$ cat config.mk
export PLATFORM = sky130hd
export DESIGN_NAME = i2cam_top
export DESIGN_NICKNAME = d
export VERILOG_FILES = /design/src/pkg/i2cam_pkg.sv /design/src/rtl/i2cam_cmp.sv /design/src/rtl/i2cam_top.sv
export SDC_FILE = /design/constraint.sdc
export NUM_CORES = 1
export LEC_CHECK = 0
export BUFFER_PORTS_ARGS = -buffer_cell sky130_fd_sc_hd__clkbuf_2
export CAP_MARGIN = 10
export CELL_PAD_IN_SITES_DETAIL_PLACEMENT = 1
export CELL_PAD_IN_SITES_GLOBAL_PLACEMENT = 1
export CORE_MARGIN = 5
export CORE_UTILIZATION = 38
export CTS_BUF_LIST = sky130_fd_sc_hd__clkbuf_2 sky130_fd_sc_hd__clkbuf_4 sky130_fd_sc_hd__clkbuf_8
export CTS_CLUSTER_SIZE = 16
export DETAILED_ROUTE_END_ITERATION = 10
export PLACE_DENSITY = 0.77
export SYNTH_ARGS = -nofsm -noshare
export SYNTH_HDL_FRONTEND = slang
export SYNTH_HIERARCHICAL = 1
export SYNTH_SLANG_ARGS = --single-unit
$ cat constraint.sdc
create_clock -name ref_clk -period 2.6 [get_ports ref_clk]
set_input_delay 0.13 -clock ref_clk [delete_from_list [all_inputs] [get_ports ref_clk]]
set_output_delay 0.13 -clock ref_clk [all_outputs]
set_load 0.005 [all_outputs]
$ cat src/pkg/i2cam_pkg.sv
// constants, state enumeration and state record for the i2c slave address matcher
package i2cam_pkg;

   // ==========================================================================
   // address and field constants
   localparam logic [7:0] I2CAM_GCALL_ADDR     = 8'h00;
   localparam logic [7:0] I2CAM_MASK_RESET     = 8'hFF;
   localparam logic [7:0] I2CAM_RW_DONT_CARE   = 8'hFE;
   localparam logic [4:0] I2CAM_TEN_BIT_PREFIX = 5'h1E;
   localparam logic [3:0] I2CAM_BYTE_BITS      = 4'h8;
   localparam logic [3:0] I2CAM_BIT_ONE        = 4'h1;
   localparam logic [3:0] I2CAM_BIT_ZERO       = 4'h0;
   localparam logic [7:0] I2CAM_BYTE_ZERO      = 8'h00;

   // ==========================================================================
   // state types
   typedef enum logic [2:0] {
      ST_IDLE,
      ST_HIGH,
      ST_LOW,
      ST_DATA,
      ST_HOLD,
      ST_ACK,
      ST_SKIP
   } i2cam_state_type;

   typedef struct packed {
      i2cam_state_type st;
      i2cam_state_type after_ack;
      logic            scl_s1;
      logic            scl_s2;
      logic            scl_d;
      logic            sda_s1;
      logic            sda_s2;
      logic            sda_d;
      logic [3:0]      bitcnt;
      logic [7:0]      shift;
      logic [7:0]      rx_buf;
      logic [7:0]      mask;
      logic            rw;
      logic            ua;
      logic            gcall;
      logic            event_p;
      logic            scl_oe_n;
      logic            sda_oe_n;
      logic            pin_low;
      logic            held;
   } i2cam_regs_type;

   localparam i2cam_regs_type I2CAM_RESET = '{
      st:        ST_IDLE,
      after_ack: ST_IDLE,
      scl_s1:    1'b1,
      scl_s2:    1'b1,
      scl_d:     1'b1,
      sda_s1:    1'b1,
      sda_s2:    1'b1,
      sda_d:     1'b1,
      bitcnt:    4'h0,
      shift:     8'h00,
      rx_buf:    8'h00,
      mask:      I2CAM_MASK_RESET,
      rw:        1'b0,
      ua:        1'b0,
      gcall:     1'b0,
      event_p:   1'b0,
      scl_oe_n:  1'b1,
      sda_oe_n:  1'b1,
      pin_low:   1'b0,
      held:      1'b0
   };

endpackage : i2cam_pkg

$ cat src/rtl/i2cam_cmp.sv
// masked byte comparator for address recognition
`timescale 1ns/1ps
`default_nettype none

module i2cam_cmp (
   input  wire logic [7:0] rx_byte,
   input  wire logic [7:0] ref_byte,
   input  wire logic [7:0] care_mask,
   output logic            match
);

   // ==========================================================================
   // per-bit compare, a zero mask bit makes the bit a don't-care
   logic [7:0] bit_ok;

   genvar i;
   generate
      for (i = 0; i < 8; i = i + 1) begin : g_bit
         assign bit_ok[i] = ~care_mask[i] | ~(rx_byte[i] ^ ref_byte[i]);
      end
   endgenerate

   assign match = &bit_ok;

endmodule : i2cam_cmp

`default_nettype wire

$ cat src/rtl/i2cam_top.sv
// i2c slave address recognition with general call, masking and clock hold
`timescale 1ns/1ps
`default_nettype none

// Overview of operation
// - general call enabled: auto-ack address zero when hold disabled, else ack_value_bit
// - general call enabled: all-zero write address raises byte event
// - ten-bit general call leaves update flag clear
// - after general call next byte is data
// - hold enabled: stretch scl after eighth fall of a recognised address byte
// - keep scl low until software releases
// - mask applied to shifted byte on compare
// - zero mask bit makes bit don't-care
// - mask resets to all ones
// - seven-bit mode masks address bits 7:1
// - ten-bit mode masks low byte 7:0
// - ten-bit high byte compared unmasked
module i2cam_top
   import i2cam_pkg::*;
(
   input  wire logic       ref_clk,
   input  wire logic       rstn,
   input  wire logic       scl_in,
   output logic            scl_out,
   output logic            scl_oe_n,
   input  wire logic       sda_in,
   output logic            sda_out,
   output logic            sda_oe_n,
   input  wire logic [9:0] slave_address_reg,
   input  wire logic       mask_wr,
   input  wire logic [7:0] mask_wdata,
   input  wire logic       general_call_enable,
   input  wire logic       address_hold_enable,
   input  wire logic       ten_bit_mode,
   input  wire logic       ack_value_bit,
   input  wire logic       release_clock,
   input  wire logic       ua_clear,
   output logic [7:0]      address_mask_reg,
   output logic [7:0]      receive_buffer_reg,
   output logic            update_address_flag,
   output logic            general_call_seen,
   output logic            read_write_bit,
   output logic            byte_event,
   output logic            clock_held
);

   // ==========================================================================
   // state
   i2cam_regs_type r_reg;
   i2cam_regs_type r_next;

   logic       scl_rise;
   logic       scl_fall;
   logic       start_cond;
   logic       stop_cond;
   logic       addr_match;
   logic       gcall_hit;
   logic [7:0] cmp_ref;
   logic [7:0] cmp_mask;

   // only the second synchroniser stage and its delayed copy feed edge logic
   assign scl_rise   = r_reg.scl_s2 & ~r_reg.scl_d;
   assign scl_fall   = ~r_reg.scl_s2 & r_reg.scl_d;
   assign start_cond = r_reg.scl_s2 & r_reg.scl_d & r_reg.sda_d & ~r_reg.sda_s2;
   assign stop_cond  = r_reg.scl_s2 & r_reg.scl_d & ~r_reg.sda_d & r_reg.sda_s2;

   // ==========================================================================
   // compare operands
   always_comb begin
      // ten-bit low byte: every bit may be masked
      if (r_reg.st == ST_LOW) begin
         cmp_ref  = slave_address_reg[7:0];
         cmp_mask = r_reg.mask;
      end else if (ten_bit_mode) begin
         // ten-bit high byte: fixed prefix, the mask is ignored
         cmp_ref  = {I2CAM_TEN_BIT_PREFIX, slave_address_reg[9:8], 1'b0};
         cmp_mask = I2CAM_RW_DONT_CARE;
      end else begin
         cmp_ref  = {slave_address_reg[7:1], 1'b0};
         cmp_mask = r_reg.mask & I2CAM_RW_DONT_CARE;
      end
   end

   i2cam_cmp u_cmp (
      .rx_byte   (r_reg.shift),
      .ref_byte  (cmp_ref),
      .care_mask (cmp_mask),
      .match     (addr_match)
   );

   // the special path only exists while enabled; otherwise zero takes the masked compare
   assign gcall_hit = general_call_enable && (r_reg.shift == I2CAM_GCALL_ADDR)
                      && (r_reg.st == ST_HIGH);

   // ==========================================================================
   // next state
   always_comb begin
      r_next         = r_reg;
      r_next.scl_s1  = scl_in;
      r_next.scl_s2  = r_reg.scl_s1;
      r_next.scl_d   = r_reg.scl_s2;
      r_next.sda_s1  = sda_in;
      r_next.sda_s2  = r_reg.sda_s1;
      r_next.sda_d   = r_reg.sda_s2;
      r_next.event_p = 1'b0;
      r_next.pin_low = 1'b0;
      if (mask_wr) begin
         r_next.mask = mask_wdata;
      end
      // clear first so a set in the same cycle wins
      if (ua_clear) begin
         r_next.ua = 1'b0;
      end
      // a start restarts recognition from any state, even mid-byte
      if (start_cond) begin
         r_next.st       = ST_HIGH;
         r_next.bitcnt   = I2CAM_BIT_ZERO;
         r_next.gcall    = 1'b0;
         r_next.scl_oe_n = 1'b1;
         r_next.sda_oe_n = 1'b1;
      end else if (stop_cond) begin
         r_next.st       = ST_IDLE;
         r_next.scl_oe_n = 1'b1;
         r_next.sda_oe_n = 1'b1;
      end else begin
         case (r_reg.st)
            ST_HIGH, ST_LOW, ST_DATA: begin
               if (scl_rise) begin
                  r_next.shift  = {r_reg.shift[6:0], r_reg.sda_s2};
                  r_next.bitcnt = 4'(r_reg.bitcnt + I2CAM_BIT_ONE);
               end else if (scl_fall && (r_reg.bitcnt == I2CAM_BYTE_BITS)) begin
                  r_next.bitcnt = I2CAM_BIT_ZERO;
                  r_next.st     = ST_SKIP;
                  if (r_reg.st == ST_DATA) begin
                     r_next.rx_buf    = r_reg.shift;
                     r_next.event_p   = 1'b1;
                     r_next.after_ack = ST_DATA;
                     r_next.st        = ST_ACK;
                     r_next.sda_oe_n  = 1'b0;
                  end else if (gcall_hit || addr_match) begin
                     r_next.rx_buf  = r_reg.shift;
                     r_next.event_p = 1'b1;
                     if (gcall_hit) begin
                        r_next.gcall     = 1'b1;
                        r_next.rw        = 1'b0;
                        r_next.after_ack = ST_DATA;
                     end else if (r_reg.st == ST_LOW) begin
                        r_next.ua        = 1'b1;
                        r_next.after_ack = ST_DATA;
                     end else begin
                        r_next.rw = r_reg.shift[0];
                        if (ten_bit_mode) begin
                           r_next.ua        = 1'b1;
                           r_next.after_ack = r_reg.shift[0] ? ST_SKIP : ST_LOW;
                        end else begin
                           r_next.after_ack = r_reg.shift[0] ? ST_SKIP : ST_DATA;
                        end
                     end
                     if (address_hold_enable) begin
                        r_next.st       = ST_HOLD;
                        r_next.scl_oe_n = 1'b0;
                     end else begin
                        r_next.st       = ST_ACK;
                        r_next.sda_oe_n = 1'b0;
                     end
                  end
               end
            end
            ST_HOLD: begin
               // sda is set one cycle ahead of the scl release for setup
               if (release_clock) begin
                  r_next.sda_oe_n = ack_value_bit;
                  r_next.st       = ST_ACK;
               end
            end
            // released on the ninth fall; a nack sends the frame to skip
            ST_ACK: begin
               r_next.scl_oe_n = 1'b1;
               if (scl_fall) begin
                  r_next.sda_oe_n = 1'b1;
                  r_next.bitcnt   = I2CAM_BIT_ZERO;
                  r_next.st       = r_reg.sda_oe_n ? ST_SKIP : r_reg.after_ack;
               end
            end
            // unmatched, nacked or read frames wait here for start or stop
            default: begin
               r_next.scl_oe_n = 1'b1;
               r_next.sda_oe_n = 1'b1;
            end
         endcase
      end

      // held flag is its own flop so the port is not an inverter
      r_next.held = ~r_next.scl_oe_n;
   end

   always_ff @(posedge ref_clk) begin
      if (!rstn) begin
         r_reg <= I2CAM_RESET;
      end else begin
         r_reg <= r_next;
      end
   end

   // ==========================================================================
   // outputs
   assign scl_out             = r_reg.pin_low;
   assign scl_oe_n            = r_reg.scl_oe_n;
   assign sda_out             = r_reg.pin_low;
   assign sda_oe_n            = r_reg.sda_oe_n;
   assign address_mask_reg    = r_reg.mask;
   assign receive_buffer_reg  = r_reg.rx_buf;
   assign update_address_flag = r_reg.ua;
   assign general_call_seen   = r_reg.gcall;
   assign read_write_bit      = r_reg.rw;
   assign byte_event          = r_reg.event_p;
   assign clock_held          = r_reg.held;

endmodule : i2cam_top

`default_nettype wire
* Word level (Yosys, flattened, before mapping)
Index checks and enable logic that the tools add are counted.
Operators by class: bitwise logic cells 51, order comparisons 0, shift operators 0, $mul 0, add/subtract/negate cells 1, equal/unequal tests 18, mux-type cells 51, divide/modulo/power cells 0, reduce and logical (&&, ||, !) cells 22
Operators with widths (count):
- 2-to-1 mux 8 bit | 6
- 2-to-1 mux 3 bit | 10
- NOT 1 bit | 28
- 2-to-1 mux 6 bit | 4
- 2-to-1 mux 1 bit | 18
- inequality test 4 bit (second input constant) | 4
- AND reduction 8 bit | 2
- 2-to-1 mux 5 bit | 3
- 2-to-1 mux 4 bit | 3
- AND reduction 6 bit | 2
- inequality test 2 bit (second input constant) | 5
- AND reduction 5 bit | 2
- inequality test 3 bit (second input constant) | 3
- one-hot mux 3 bit (3 select lines) | 1
- logical NOT 8 bit | 1
- bitwise OR 1 bit | 8
- one-hot mux 4 bit (2 select lines) | 1
- AND reduction 4 bit | 2
- bitwise XOR 1 bit | 8
- AND 1 bit | 7
- AND reduction 7 bit | 1
- equality test 3 x 2 -> 1 bit (second input constant) | 2
- equality test 3 bit (second input constant) | 2
- 2-to-1 mux 2 bit | 3
- 13 further kinds | 17
Storage, ports and cells: register bits 48, memories kept 0, bits in read-only memories 0, latch bits 0, output and inout bits 25, RAM bits 0

* Depth between registers and ports, before layout
Gate-level depths: netlist of run 1.
word-level depth 15, mapped depth 13

* Modules after synthesis
The synthesis of run 1 kept the hierarchy.
By module, submodules not included:
- i2cam_top | cells an instance 270, instances 1, area an instance 2421.1 um^2
- i2cam_cmp | cells an instance 13, instances 1, area an instance 108.9 um^2

* Least setup slack after synthesis of run 1
No wires, ideal clock.
path kind register to register, from reg r_reg[47] (netlist bit), to reg r_reg, in the netlist scl_oe_n, cell stages (with the launch flop) 12, setup time 0.122 ns, data required time 2.478 ns, slack -0.214 ns, path buffers 2, arrival time 2.692 ns, cell sequence dfxtp_1 -> buf_4 -> nand2b_1 -> o21ai_1 -> clkbuf_1 -> nand2b_1 -> xor2_1 -> a22oi_1 -> and4_1 -> a31oi_2 -> or3_1 -> a221o_1
On the way: cells in the longest elaborated chain, start to end 14
RTL lines:
- start: declaration | line i2cam_top.sv:49 | i2cam_regs_type r_reg;
- start signal: assignment | line i2cam_top.sv:201 | r_reg <= r_next;
- equality test 3 x 2 -> 1 bit | line i2cam_top.sv:71 | if (r_reg.st == ST_LOW) begin
- 2-to-1 mux 8 bit | line i2cam_top.sv:71
- via cmp_ref[6] | line i2cam_top.sv:58 | logic [7:0] cmp_ref;
- bitwise XOR 1 bit | line i2cam_cmp.sv:19 | assign bit_ok[i] = ~care_mask[i] | ~(rx_byte[i] ^ ref_byte[i]);
- NOT 1 bit | line i2cam_cmp.sv:19
- bitwise OR 1 bit | line i2cam_cmp.sv:19
- AND reduction 8 bit | line i2cam_cmp.sv:23 | assign match = &bit_ok;
- via addr_match | line i2cam_top.sv:56 | logic addr_match;
- logical OR 1 bit | line i2cam_top.sv:140 | end else if (gcall_hit || addr_match) begin
- 2-to-1 mux 5 bit | line i2cam_top.sv:140
- 2-to-1 mux 1 bit | line i2cam_top.sv:134 | if (r_reg.st == ST_DATA) begin
- 2-to-1 mux 5 bit | line i2cam_top.sv:131 | end else if (scl_fall && (r_reg.bitcnt == I2CAM_BYTE_BITS)) begin
- 2-to-1 mux 5 bit | line i2cam_top.sv:128 | if (scl_rise) begin
- one-hot mux 1 bit (2 select lines) | line i2cam_top.sv:126 | case (r_reg.st)
- 2-to-1 mux 2 bit | line i2cam_top.sv:121 | end else if (stop_cond) begin
- 2-to-1 mux 2 bit | line i2cam_top.sv:115 | if (start_cond) begin
The timed path passes the listed nets, and every way through them passes these cells. The select of a mux whose other input is x is not followed. A chain may end at the register's enable or synchronous reset.

* Worst setup path in the final report of run 1
Ends and elaborated chain as after synthesis.

==> metrics.txt, run 1 <==
R2R depth=9; Detailed Place HPWL=approximately 4900 microns; Critical Path Sink Type=register; grt ovf=0; post-DR wirelength/cell=roughly 16 microns; Peak VDD IR=0.228 mV; Area after DPL=~2800 sq um; mapped cell area=2530 sq um; fin cells=between 300 and 400; WL final=~6300 microns; Worst-Skew Late Latency=0.30 ns; Num CTS Buffers=5; Placeable Area=6420 sq um; number of synthesized flops with an enable pin=0; Antenna Nets Post-Route=0; die area=roughly 8400 sq um; min-delay src=scl_in; max cap viols=0; Finished Cell Area=about 2900 sq um; first-pass GRT wire length=between 10000 and 15000 microns; asr flop ratio synth=0%; fin crit share=about 96%; setup violators final=0; Synth Flop Type=dfxtp_1; Post-Place Cells=a little under 400; Syn Inst Count=roughly 280; share of the yosys chip area belonging to registers=around 37%; Die Y=around 92 microns; via count=~2100; area of the multi-input gates=between 1000 and 1500 sq um; CP required=around 2.8 ns; relative slew slack=48.7%; IO Count=between 50 and 60; register area=~940 sq um; drt initial violations=131; Fin. Hold Viols=0; Unique masters post-synth=between 50 and 60; Clock transition at path regs=0.09 ns; Global Route Usage Sum=approximately 15%; Synth-to-Final Area Change=15.2%; initial antenna violation count=0; n_diodes=0; Hold EP=r_next[40]$_SDFF_PN1_; Sw Pwr=around 330 uW; Placer Congestion=about 0.9; TritonCTS Sinks=47; crit-path max FO=5; Seq pwr share=between 50 and 60%; Hold Path Class=in2reg; status=finished clean; syn avg cell area=8.94 sq um; fmax=399 MHz; vias in the first global route=between 2000 and 2500; Syn. warnings=6; Longest Clk Path Bufs=2; largest net degree at the start of global routing=23; total power=roughly 1.3 mW; Reg-to-Reg End=scl_oe_n$_SDFF_PN1_; IO Port Bufs=between 50 and 60; CTS tree=yes; Filler cells=roughly 780; Reg-to-Reg Start=r_reg[47]$_SDFFE_PP0P_; row count=29; most frequent cells in the layout=clkbuf_2, dfxtp_1, nand2_1; Power Internal=1.01 mW; Setup Skew=between 0.007 and 0.008 ns; startpoint types=register; Root Driver=clkbuf_8; final core occ=between 40% and 50%; H-tree Lvls=2; depth of the worst hold-timing path=2; most common cell after layout, fill and taps aside=clkbuf_2; Remaining DRCs=0; crit path DAT=around 2.7 ns; flop2flop setup slack=~0.095 ns; initial core utilization=about two fifths; logic gate share of total power=under 10%; Clock power frac=34.8%; Tmin final=~2.5 ns; Nets=353; Vias/cell=approximately 5.2; Net Sw Frac=between 20% and 30%; leak pwr=about 1.1 nW; WS Path Type=reg2reg; PwrDens=around 460 nW/um^2; fraction of layout cells with a size suffix above 1=between 20 and 30%; Die Wd=a little over 90 microns; Slew Viols, Final=0; Pre-antenna DRT Iters=4; Least-Margin Pin Slew=roughly 0.76 ns; max reg flops=20; Yosys reg bits=between 40 and 50
## worst max-delay path, cell delays in order (launching register included)
cell      delay (ns)
dfxtp_2         0.33
nand2b_4        0.15
o21ai_4         0.19
mux2_2          0.37
xor2_1          0.16
a22oi_1         0.17
and4_4          0.28
a31oi_4         0.05
or3_4           0.39
a221o_1         0.31
## cell families (layout without fill, tap and decap cells)
logic type / Yosys count / in the layout / synth area share, %
compound gates: 52 / 52 / 15.8
xor+xnor: 10 / 10 / 3.46
fa+ha+maj: 2 / 2 / 0.989
buf+inv: 33 / 71 / 8.46
flops: 47 / 47 / 37.2
mux: 20 / 20 / 8.01
other cells: 1 / 2 / 0.148
simple gates: 118 / 118 / 25.9
## routing by layer
layer	vias up	GRT usage, %	share of wire (%)
li1	1043	-	-
met1	986	19.9	47
met2	54	25.0	44
met3	7	5.12	7.3
met4	0	3.39	0.84
met5	-	0	0
## worst max path at each step
| stage | start | slack [ns] | cells after the start | end |
|---|---|---|---|---|
| global placement | r_reg[47]$_SDFFE_PP0P_ | 0.10 | 10 | scl_oe_n$_SDFF_PN1_ |
| global route | r_reg[47]$_SDFFE_PP0P_ | -0.03 | 11 | receive_buffer_reg[5]$_SDFFE_PN0P_ |
| CTS | r_reg[46]$_SDFFE_PP0P_ | 0.0007 | 10 | scl_oe_n$_SDFF_PN1_ |
| floorplan | r_reg[47]$_SDFFE_PP0P_ | 0.02 | 10 | scl_oe_n$_SDFF_PN1_ |
| detailed placement | r_reg[47]$_SDFFE_PP0P_ | 0.03 | 10 | scl_oe_n$_SDFF_PN1_ |
| finish | r_reg[47]$_SDFFE_PP0P_ | 0.09 | 9 | scl_oe_n$_SDFF_PN1_ |
## repair_timing
action	4_1_cts	5_1_grt
hold buffers	0	0
gates resized for setup	0	8
buffers inserted	0	2
setup endpoints to repair	0	13
## power by group through the flow
stage	Clock (mW)	Combinational (mW)	Sequential (mW)
3_5_place_dp	0	0.130	0.761
2_1_floorplan	0	0.0968	0.756
6_report	0.468	0.133	0.744
5_1_grt	0.507	0.148	0.747
4_1_cts	0.479	0.131	0.744
3_3_place_gp	0	0.127	0.760
## per-stage QoR
step	setup WS [ns]	setup TNS (ns)	hold WS, ns
floorplan	0.0163	0	0.231
global placement	0.102	0	0.311
detailed placement	0.0252	0	0.316
CTS	0.000675	0	0.00334
global route	-0.0287	-0.104	0.0194
finish	0.0946	0	0.0113
## synth_stat cells, drive strengths merged, types with 2 or more instances
master   instances  area (sq um)
a211oi           4          35.0
clkbuf           6          22.5
dfxtp           47           941
a311oi           2          17.5
or3              2          13.8
a21oi            7          38.8
or3b             2          17.5
nand2           38           143
ha               2          25.0
o2111ai          2          17.5
inv              2          7.51
nor4b            2          38.8
mux2             2          22.5
nor2b           13          81.3
o221a            2          22.5
nand2b          25           156
and2             4          25.0
a22oi            5          37.5
nand3            6          30.0
xor2             8          70.1
nand3b           3          22.5
nor2            16          60.1
a21boi           9          67.6
buf             25           184
mux2i           18           180
a31oi            3          25.0
xnor2            2          17.5
o21ai            6          30.0
## area by class of cell
class / count / area share (%)
well taps: 77 / 3.30
clock buffers: 6 / 2.83
repair buffers: 62 / 12.1
clock inverters: 1 / 0.300
flip-flops and latches: 47 / 32.4
multi-input cells: 204 / 48.8
inverters: 2 / 0.258
Power figures use the tool's default switching activity.
==> run 2: changes to the inputs <==
--- a/config.mk
+++ b/config.mk
@@ -9,7 +9,7 @@
 export CAP_MARGIN = 10
 export CELL_PAD_IN_SITES_DETAIL_PLACEMENT = 1
 export CELL_PAD_IN_SITES_GLOBAL_PLACEMENT = 1
-export CORE_MARGIN = 5
+export CORE_MARGIN = 2
 export CORE_UTILIZATION = 38
 export CTS_BUF_LIST = sky130_fd_sc_hd__clkbuf_2 sky130_fd_sc_hd__clkbuf_4 sky130_fd_sc_hd__clkbuf_8
 export CTS_CLUSTER_SIZE = 16
==> constraint.sdc (replaced) <==
create_clock -name ref_clk -period 2.6 [get_ports ref_clk]
set_input_delay 0.26 -clock ref_clk [delete_from_list [all_inputs] [get_ports ref_clk]]
set_output_delay 0.26 -clock ref_clk [all_outputs]
set_load 0.005 [all_outputs]
==> metrics.txt, run 2 (synthesized netlist as in run 1, its figures left out) <==
CP required=~2.8 ns; Hold Path Class=in2reg; Die Wd=85.6 microns; total power=around 1.4 mW; M2 GR Usage=between 20% and 30%; met3 Use GR=4.04%; slowest library cell on the worst path=or3_4; Setup Skew=~0.011 ns; Pre-antenna DRT Iters=4; n_diodes=0; Worst-Skew Late Latency=roughly 0.30 ns; CTS tree=yes; Tmin final=2.54 ns; relative slew slack=about two fifths; final worst setup slack=0.0611 ns; fmax=394 MHz; M1 GR Usage=between 20% and 30%; Worst Path Buf+Inv=0; Setup TNS=0 ns; max cap viols=0; worst-case hold slack=0.136 ns; grt ovf=0; initial antenna violation count=0; RSZ-0062 raised after global routing=no; WS Path Type=reg2reg; Critical Path Sink Type=register; PwrDens=between 400 and 500 nW/um^2; row count=29; CP Cell Sequence=nand2b_4 -> o21ai_4 -> mux2_2 -> xor2_1 -> a22oi_1 -> and4_4 -> a31oi_4 -> or3_4 -> a221o_1; Peak VDD IR=between 0.2 and 0.25 mV; crit-path max FO=5; Clock transition at path regs=around 0.090 ns; Detailed Place HPWL=roughly 4800 microns; Finished Cell Area=roughly 3000 sq um; WL final=6400 microns; setup violators final=0; Placer Congestion=0.839; IO Count=54; via count=approximately 2100; max reg flops=20; Least-Margin Pin Slew=around 0.86 ns; most frequent cells in the layout=clkbuf_2, dfxtp_1, nand2_1; TritonCTS Sinks=47; Vias/cell=between 5 and 6; Synth-to-Final Area Change=17.6%; Die Y=around 86 microns; Setup Slack @ Placement=around 0.051 ns; die area=7330 sq um; largest net degree at the start of global routing=23; Antenna Nets Post-Route=0; IO Port Bufs=between 50 and 60; H-tree Lvls=2; worst stage delay on the critical path=around 0.41 ns; Num CTS Buffers=5; Longest Clk Path Bufs=2; initial core utilization=slightly below 40%; crit path DAT=between 2 and 3 ns; fraction of layout cells with a size suffix above 1=between 20 and 30%; Root Driver=clkbuf_8; GRT Max-Usage Layer=met2; first-pass GRT wire length=a little over 10000 microns; cell family with most CP delay=simple AND/OR/NAND/NOR gates; Slew Viols, Final=0; Remaining DRCs=0; Placeable Area=~6400 sq um; drt initial violations=about 120; Global Route Usage Sum=between 10% and 20%; status=finished clean; startpoint types=register; Nets=355; fin crit share=between 90% and 100%; most common cell after layout, fill and taps aside=clkbuf_2; vias in the first global route=around 2100; post-DR wirelength/cell=around 16 microns; Area after DPL=roughly 2800 sq um; Fin. Hold Viols=0; leak pwr=about 1.2 nW
## run 2: through the flow
| stage | cells | util [%] |
|---|---|---|
| after floorplan | 284 | - |
| after global placement | 391 | 43.7 |
| after detailed placement | 391 | 43.7 |
| after CTS | 398 | 45.3 |
| after global routing | 401 | 46.6 |
| final | 401 | 46.6 |
## run 2: routing by layer
metal | vias up | part of all wire, %
li1 | 1043 | -
met1 | 1035 | 47
met2 | 53 | 47
met3 | 6 | 4.8
met4 | 0 | 1.1
met5 | - | 0
## run 2: area by class of cell
| cell class | count | area [sq um] |
|---|---|---|
| multi-input combinational | 204 | 1440 |
| tap | 77 | 96.3 |
| fill | 784 | 3410 |
| timing repair buffer | 64 | 387 |
| clock inverter | 1 | 30.0 |
| clock buffer | 6 | 76.3 |
| sequential | 47 | 942 |
| inverter | 2 | 7.51 |
## run 2: path summary, 6_finish.rpt
kind	from	endpoint	slack [ns]	cells past startpoint
min reg2reg	r_next[40]$_SDFF_PN1_	r_next[39]$_SDFF_PN1_	0.41	1
max	r_reg[46]$_SDFFE_PP0P_	scl_oe_n$_SDFF_PN1_	0.06	9
max reg2reg	r_reg[46]$_SDFFE_PP0P_	scl_oe_n$_SDFF_PN1_	0.06	9
min	sda_in	r_next[37]$_SDFF_PN1_	0.14	2
## run 2: where the power goes
| part | switching, mW | internal, mW | total (mW) | leakage (nW) |
|---|---|---|---|---|
| combinational | 0.0669 | 0.0666 | 0.133 | 0.727 |
| clock | 0.250 | 0.293 | 0.543 | 0.0547 |
| sequential | 0.0123 | 0.732 | 0.745 | 0.382 |
| total | 0.329 | 1.09 | 1.42 | 1.16 |
## run 2: worst register-to-register path, stage by stage, from the launching register on
cell and delay, ns:
dfxtp_1 0.39, nand2b_4 0.09, o21ai_4 0.19, mux2_2 0.37, xor2_1 0.16, a22oi_1 0.19
and4_4 0.27, a31oi_4 0.06, or3_4 0.41, a221o_1 0.31
## run 2: repair_timing
item	4_1_cts	5_1_grt
buffers inserted	0	2
hold buffers	0	0
resized for setup	0	8
endpoints found under the setup margin	0	11
==> run 3: changes to the inputs <==
--- a/config.mk
+++ b/config.mk
@@ -7,14 +7,14 @@
 export LEC_CHECK = 0
 export BUFFER_PORTS_ARGS = -buffer_cell sky130_fd_sc_hd__clkbuf_2
 export CAP_MARGIN = 10
-export CELL_PAD_IN_SITES_DETAIL_PLACEMENT = 1
-export CELL_PAD_IN_SITES_GLOBAL_PLACEMENT = 1
+export CELL_PAD_IN_SITES_DETAIL_PLACEMENT = 2
+export CELL_PAD_IN_SITES_GLOBAL_PLACEMENT = 2
 export CORE_MARGIN = 2
-export CORE_UTILIZATION = 38
+export CORE_UTILIZATION = 30
 export CTS_BUF_LIST = sky130_fd_sc_hd__clkbuf_2 sky130_fd_sc_hd__clkbuf_4 sky130_fd_sc_hd__clkbuf_8
 export CTS_CLUSTER_SIZE = 16
 export DETAILED_ROUTE_END_ITERATION = 10
-export PLACE_DENSITY = 0.77
+export PLACE_DENSITY = 0.76
 export SYNTH_ARGS = -nofsm -noshare
 export SYNTH_HDL_FRONTEND = slang
 export SYNTH_HIERARCHICAL = 1
==> metrics.txt, run 3 (synthesized netlist as in run 1, its figures left out) <==
Worst-Skew Late Latency=~0.31 ns; max cap viols=0; WL final=between 7000 and 8000 microns; Remaining DRCs=0; Slew Viols, Final=0; Setup Skew=between 0.01 and 0.015 ns; via count=2152; Die Y=95.8 microns; setup violators final=0; die area=roughly 9200 sq um; Num CTS Buffers=5; relative slew slack=47.5%; Clock transition at path regs=about 0.090 ns; initial antenna violation count=0; Tmin final=between 2 and 3 ns; Peak VDD IR=roughly 0.30 mV; fraction of layout cells with a size suffix above 1=27.1%; startpoint types=register; max reg flops=20; TritonCTS Sinks=47; Pre-antenna DRT Iters=4; Root Driver=clkbuf_8; post-DR wirelength/cell=roughly 17 microns; n_diodes=0; Antenna Nets Post-Route=0; Placer Congestion=0.899; fin crit share=between 90 and 100%; total power=between 1 and 1.5 mW; largest net degree at the start of global routing=33; Fin. Hold Viols=0; crit path DAT=about 2.7 ns; IO Port Bufs=51; first-pass GRT wire length=between 10000 and 15000 microns; grt ovf=0; WS Path Type=reg2reg; Hold Path Class=in2reg; R2R depth=9; Detailed Place HPWL=around 5500 microns; depth of the worst hold-timing path=2; Placeable Area=~8000 sq um; most frequent cells in the layout=clkbuf_2, dfxtp_1, nand2_1; fmax=about 390 MHz; Setup TNS=0 ns; IO Count=54; leak pwr=roughly 1.1 nW; CP required=approximately 2.8 ns; Vias/cell=~5.1; Least-Margin Pin Slew=0.779 ns; Global Route Usage Sum=17.0%; hold buffers post-CTS=0; Longest Clk Path Bufs=2; Finished Cell Area=2920 sq um; Critical Path Sink Type=register; Area after DPL=around 2800 sq um; initial core utilization=between 30% and 40%; Nets=about 350; crit-path max FO=5; Die Wd=between 90 and 100 microns; H-tree Lvls=2; RSZ-0062 raised after global routing=yes; row count=33; vias in the first global route=around 2300; PwrDens=roughly 460 nW/um^2; CTS tree=yes; status=finished clean; drt initial violations=57; Synth-to-Final Area Change=15.5%; most common cell after layout, fill and taps aside=clkbuf_2
run 3: cell count changes in the layout (fill, tap and decap cells not counted), sizes merged:
cell and delta:
buf -3, bufinv -1, clkbuf -1, clkinvlp +1, inv +1
run 3: power by group:
part,internal (mW),switching (mW),leakage [nW]
Sequential,0.732,0.0129,0.382
Combinational,0.0645,0.0697,0.697
Clock,0.204,0.255,0.0452
run 3: layout make-up:
class,count,area (sq um)
Fill cell,947,5250
Multi-Input combinational cell,204,1410
Sequential cell,47,942
Timing Repair Buffer,60,335
Tap cell,105,131
Clock buffer,6,76.3
Clock inverter,2,16.3
Inverter,2,7.51
run 3: per-layer routing:
layer  up-vias  part of all wire (%)  track usage [%]
met5         -                     0                0
met1      1082                    47             22.0
met2        30                    49             29.0
met3         7                   2.9             3.13
li1       1033                     -                -
met4         0                   1.1             4.64
run 3: stage by stage:
stage	instances	hold WS [ns]	utilization, %	setup WS, ns
after floorplan	284	0.361	-	0.0163
after global placement	417	0.391	34.4	0.101
after detailed placement	417	0.398	34.4	0.0177
after CTS	425	0.123	35.6	0.00134
after global routing	426	0.133	35.8	-0.0475
final	426	0.130	35.8	0.0619
run 3: timing repair:
item,in CTS,in global routing
setup endpoints to repair,8,12
pin swaps,0,3
gates resized for setup,1,2
buffers inserted,0,1
run 3: final timing paths:
path                                from                     to  slack (ns)
setup / recovery  r_reg[47]$_SDFFE_PP0P_    scl_oe_n$_SDFF_PN1_        0.06
hold / removal                    sda_in  r_next[37]$_SDFF_PN1_        0.13
setup reg to reg  r_reg[47]$_SDFFE_PP0P_    scl_oe_n$_SDFF_PN1_        0.06
hold reg to reg    r_next[37]$_SDFF_PN1_  r_next[36]$_SDFF_PN1_        0.42
run 3: worst max-delay path: stages (launching register included):
cell      delay [ns]
dfxtp_1         0.32
nand2b_4        0.16
o21ai_4         0.16
mux2_4          0.32
xor2_1          0.16
a22oi_1         0.23
and4_1          0.27
a31oi_2         0.09
or3_4           0.37
a221o_1         0.34
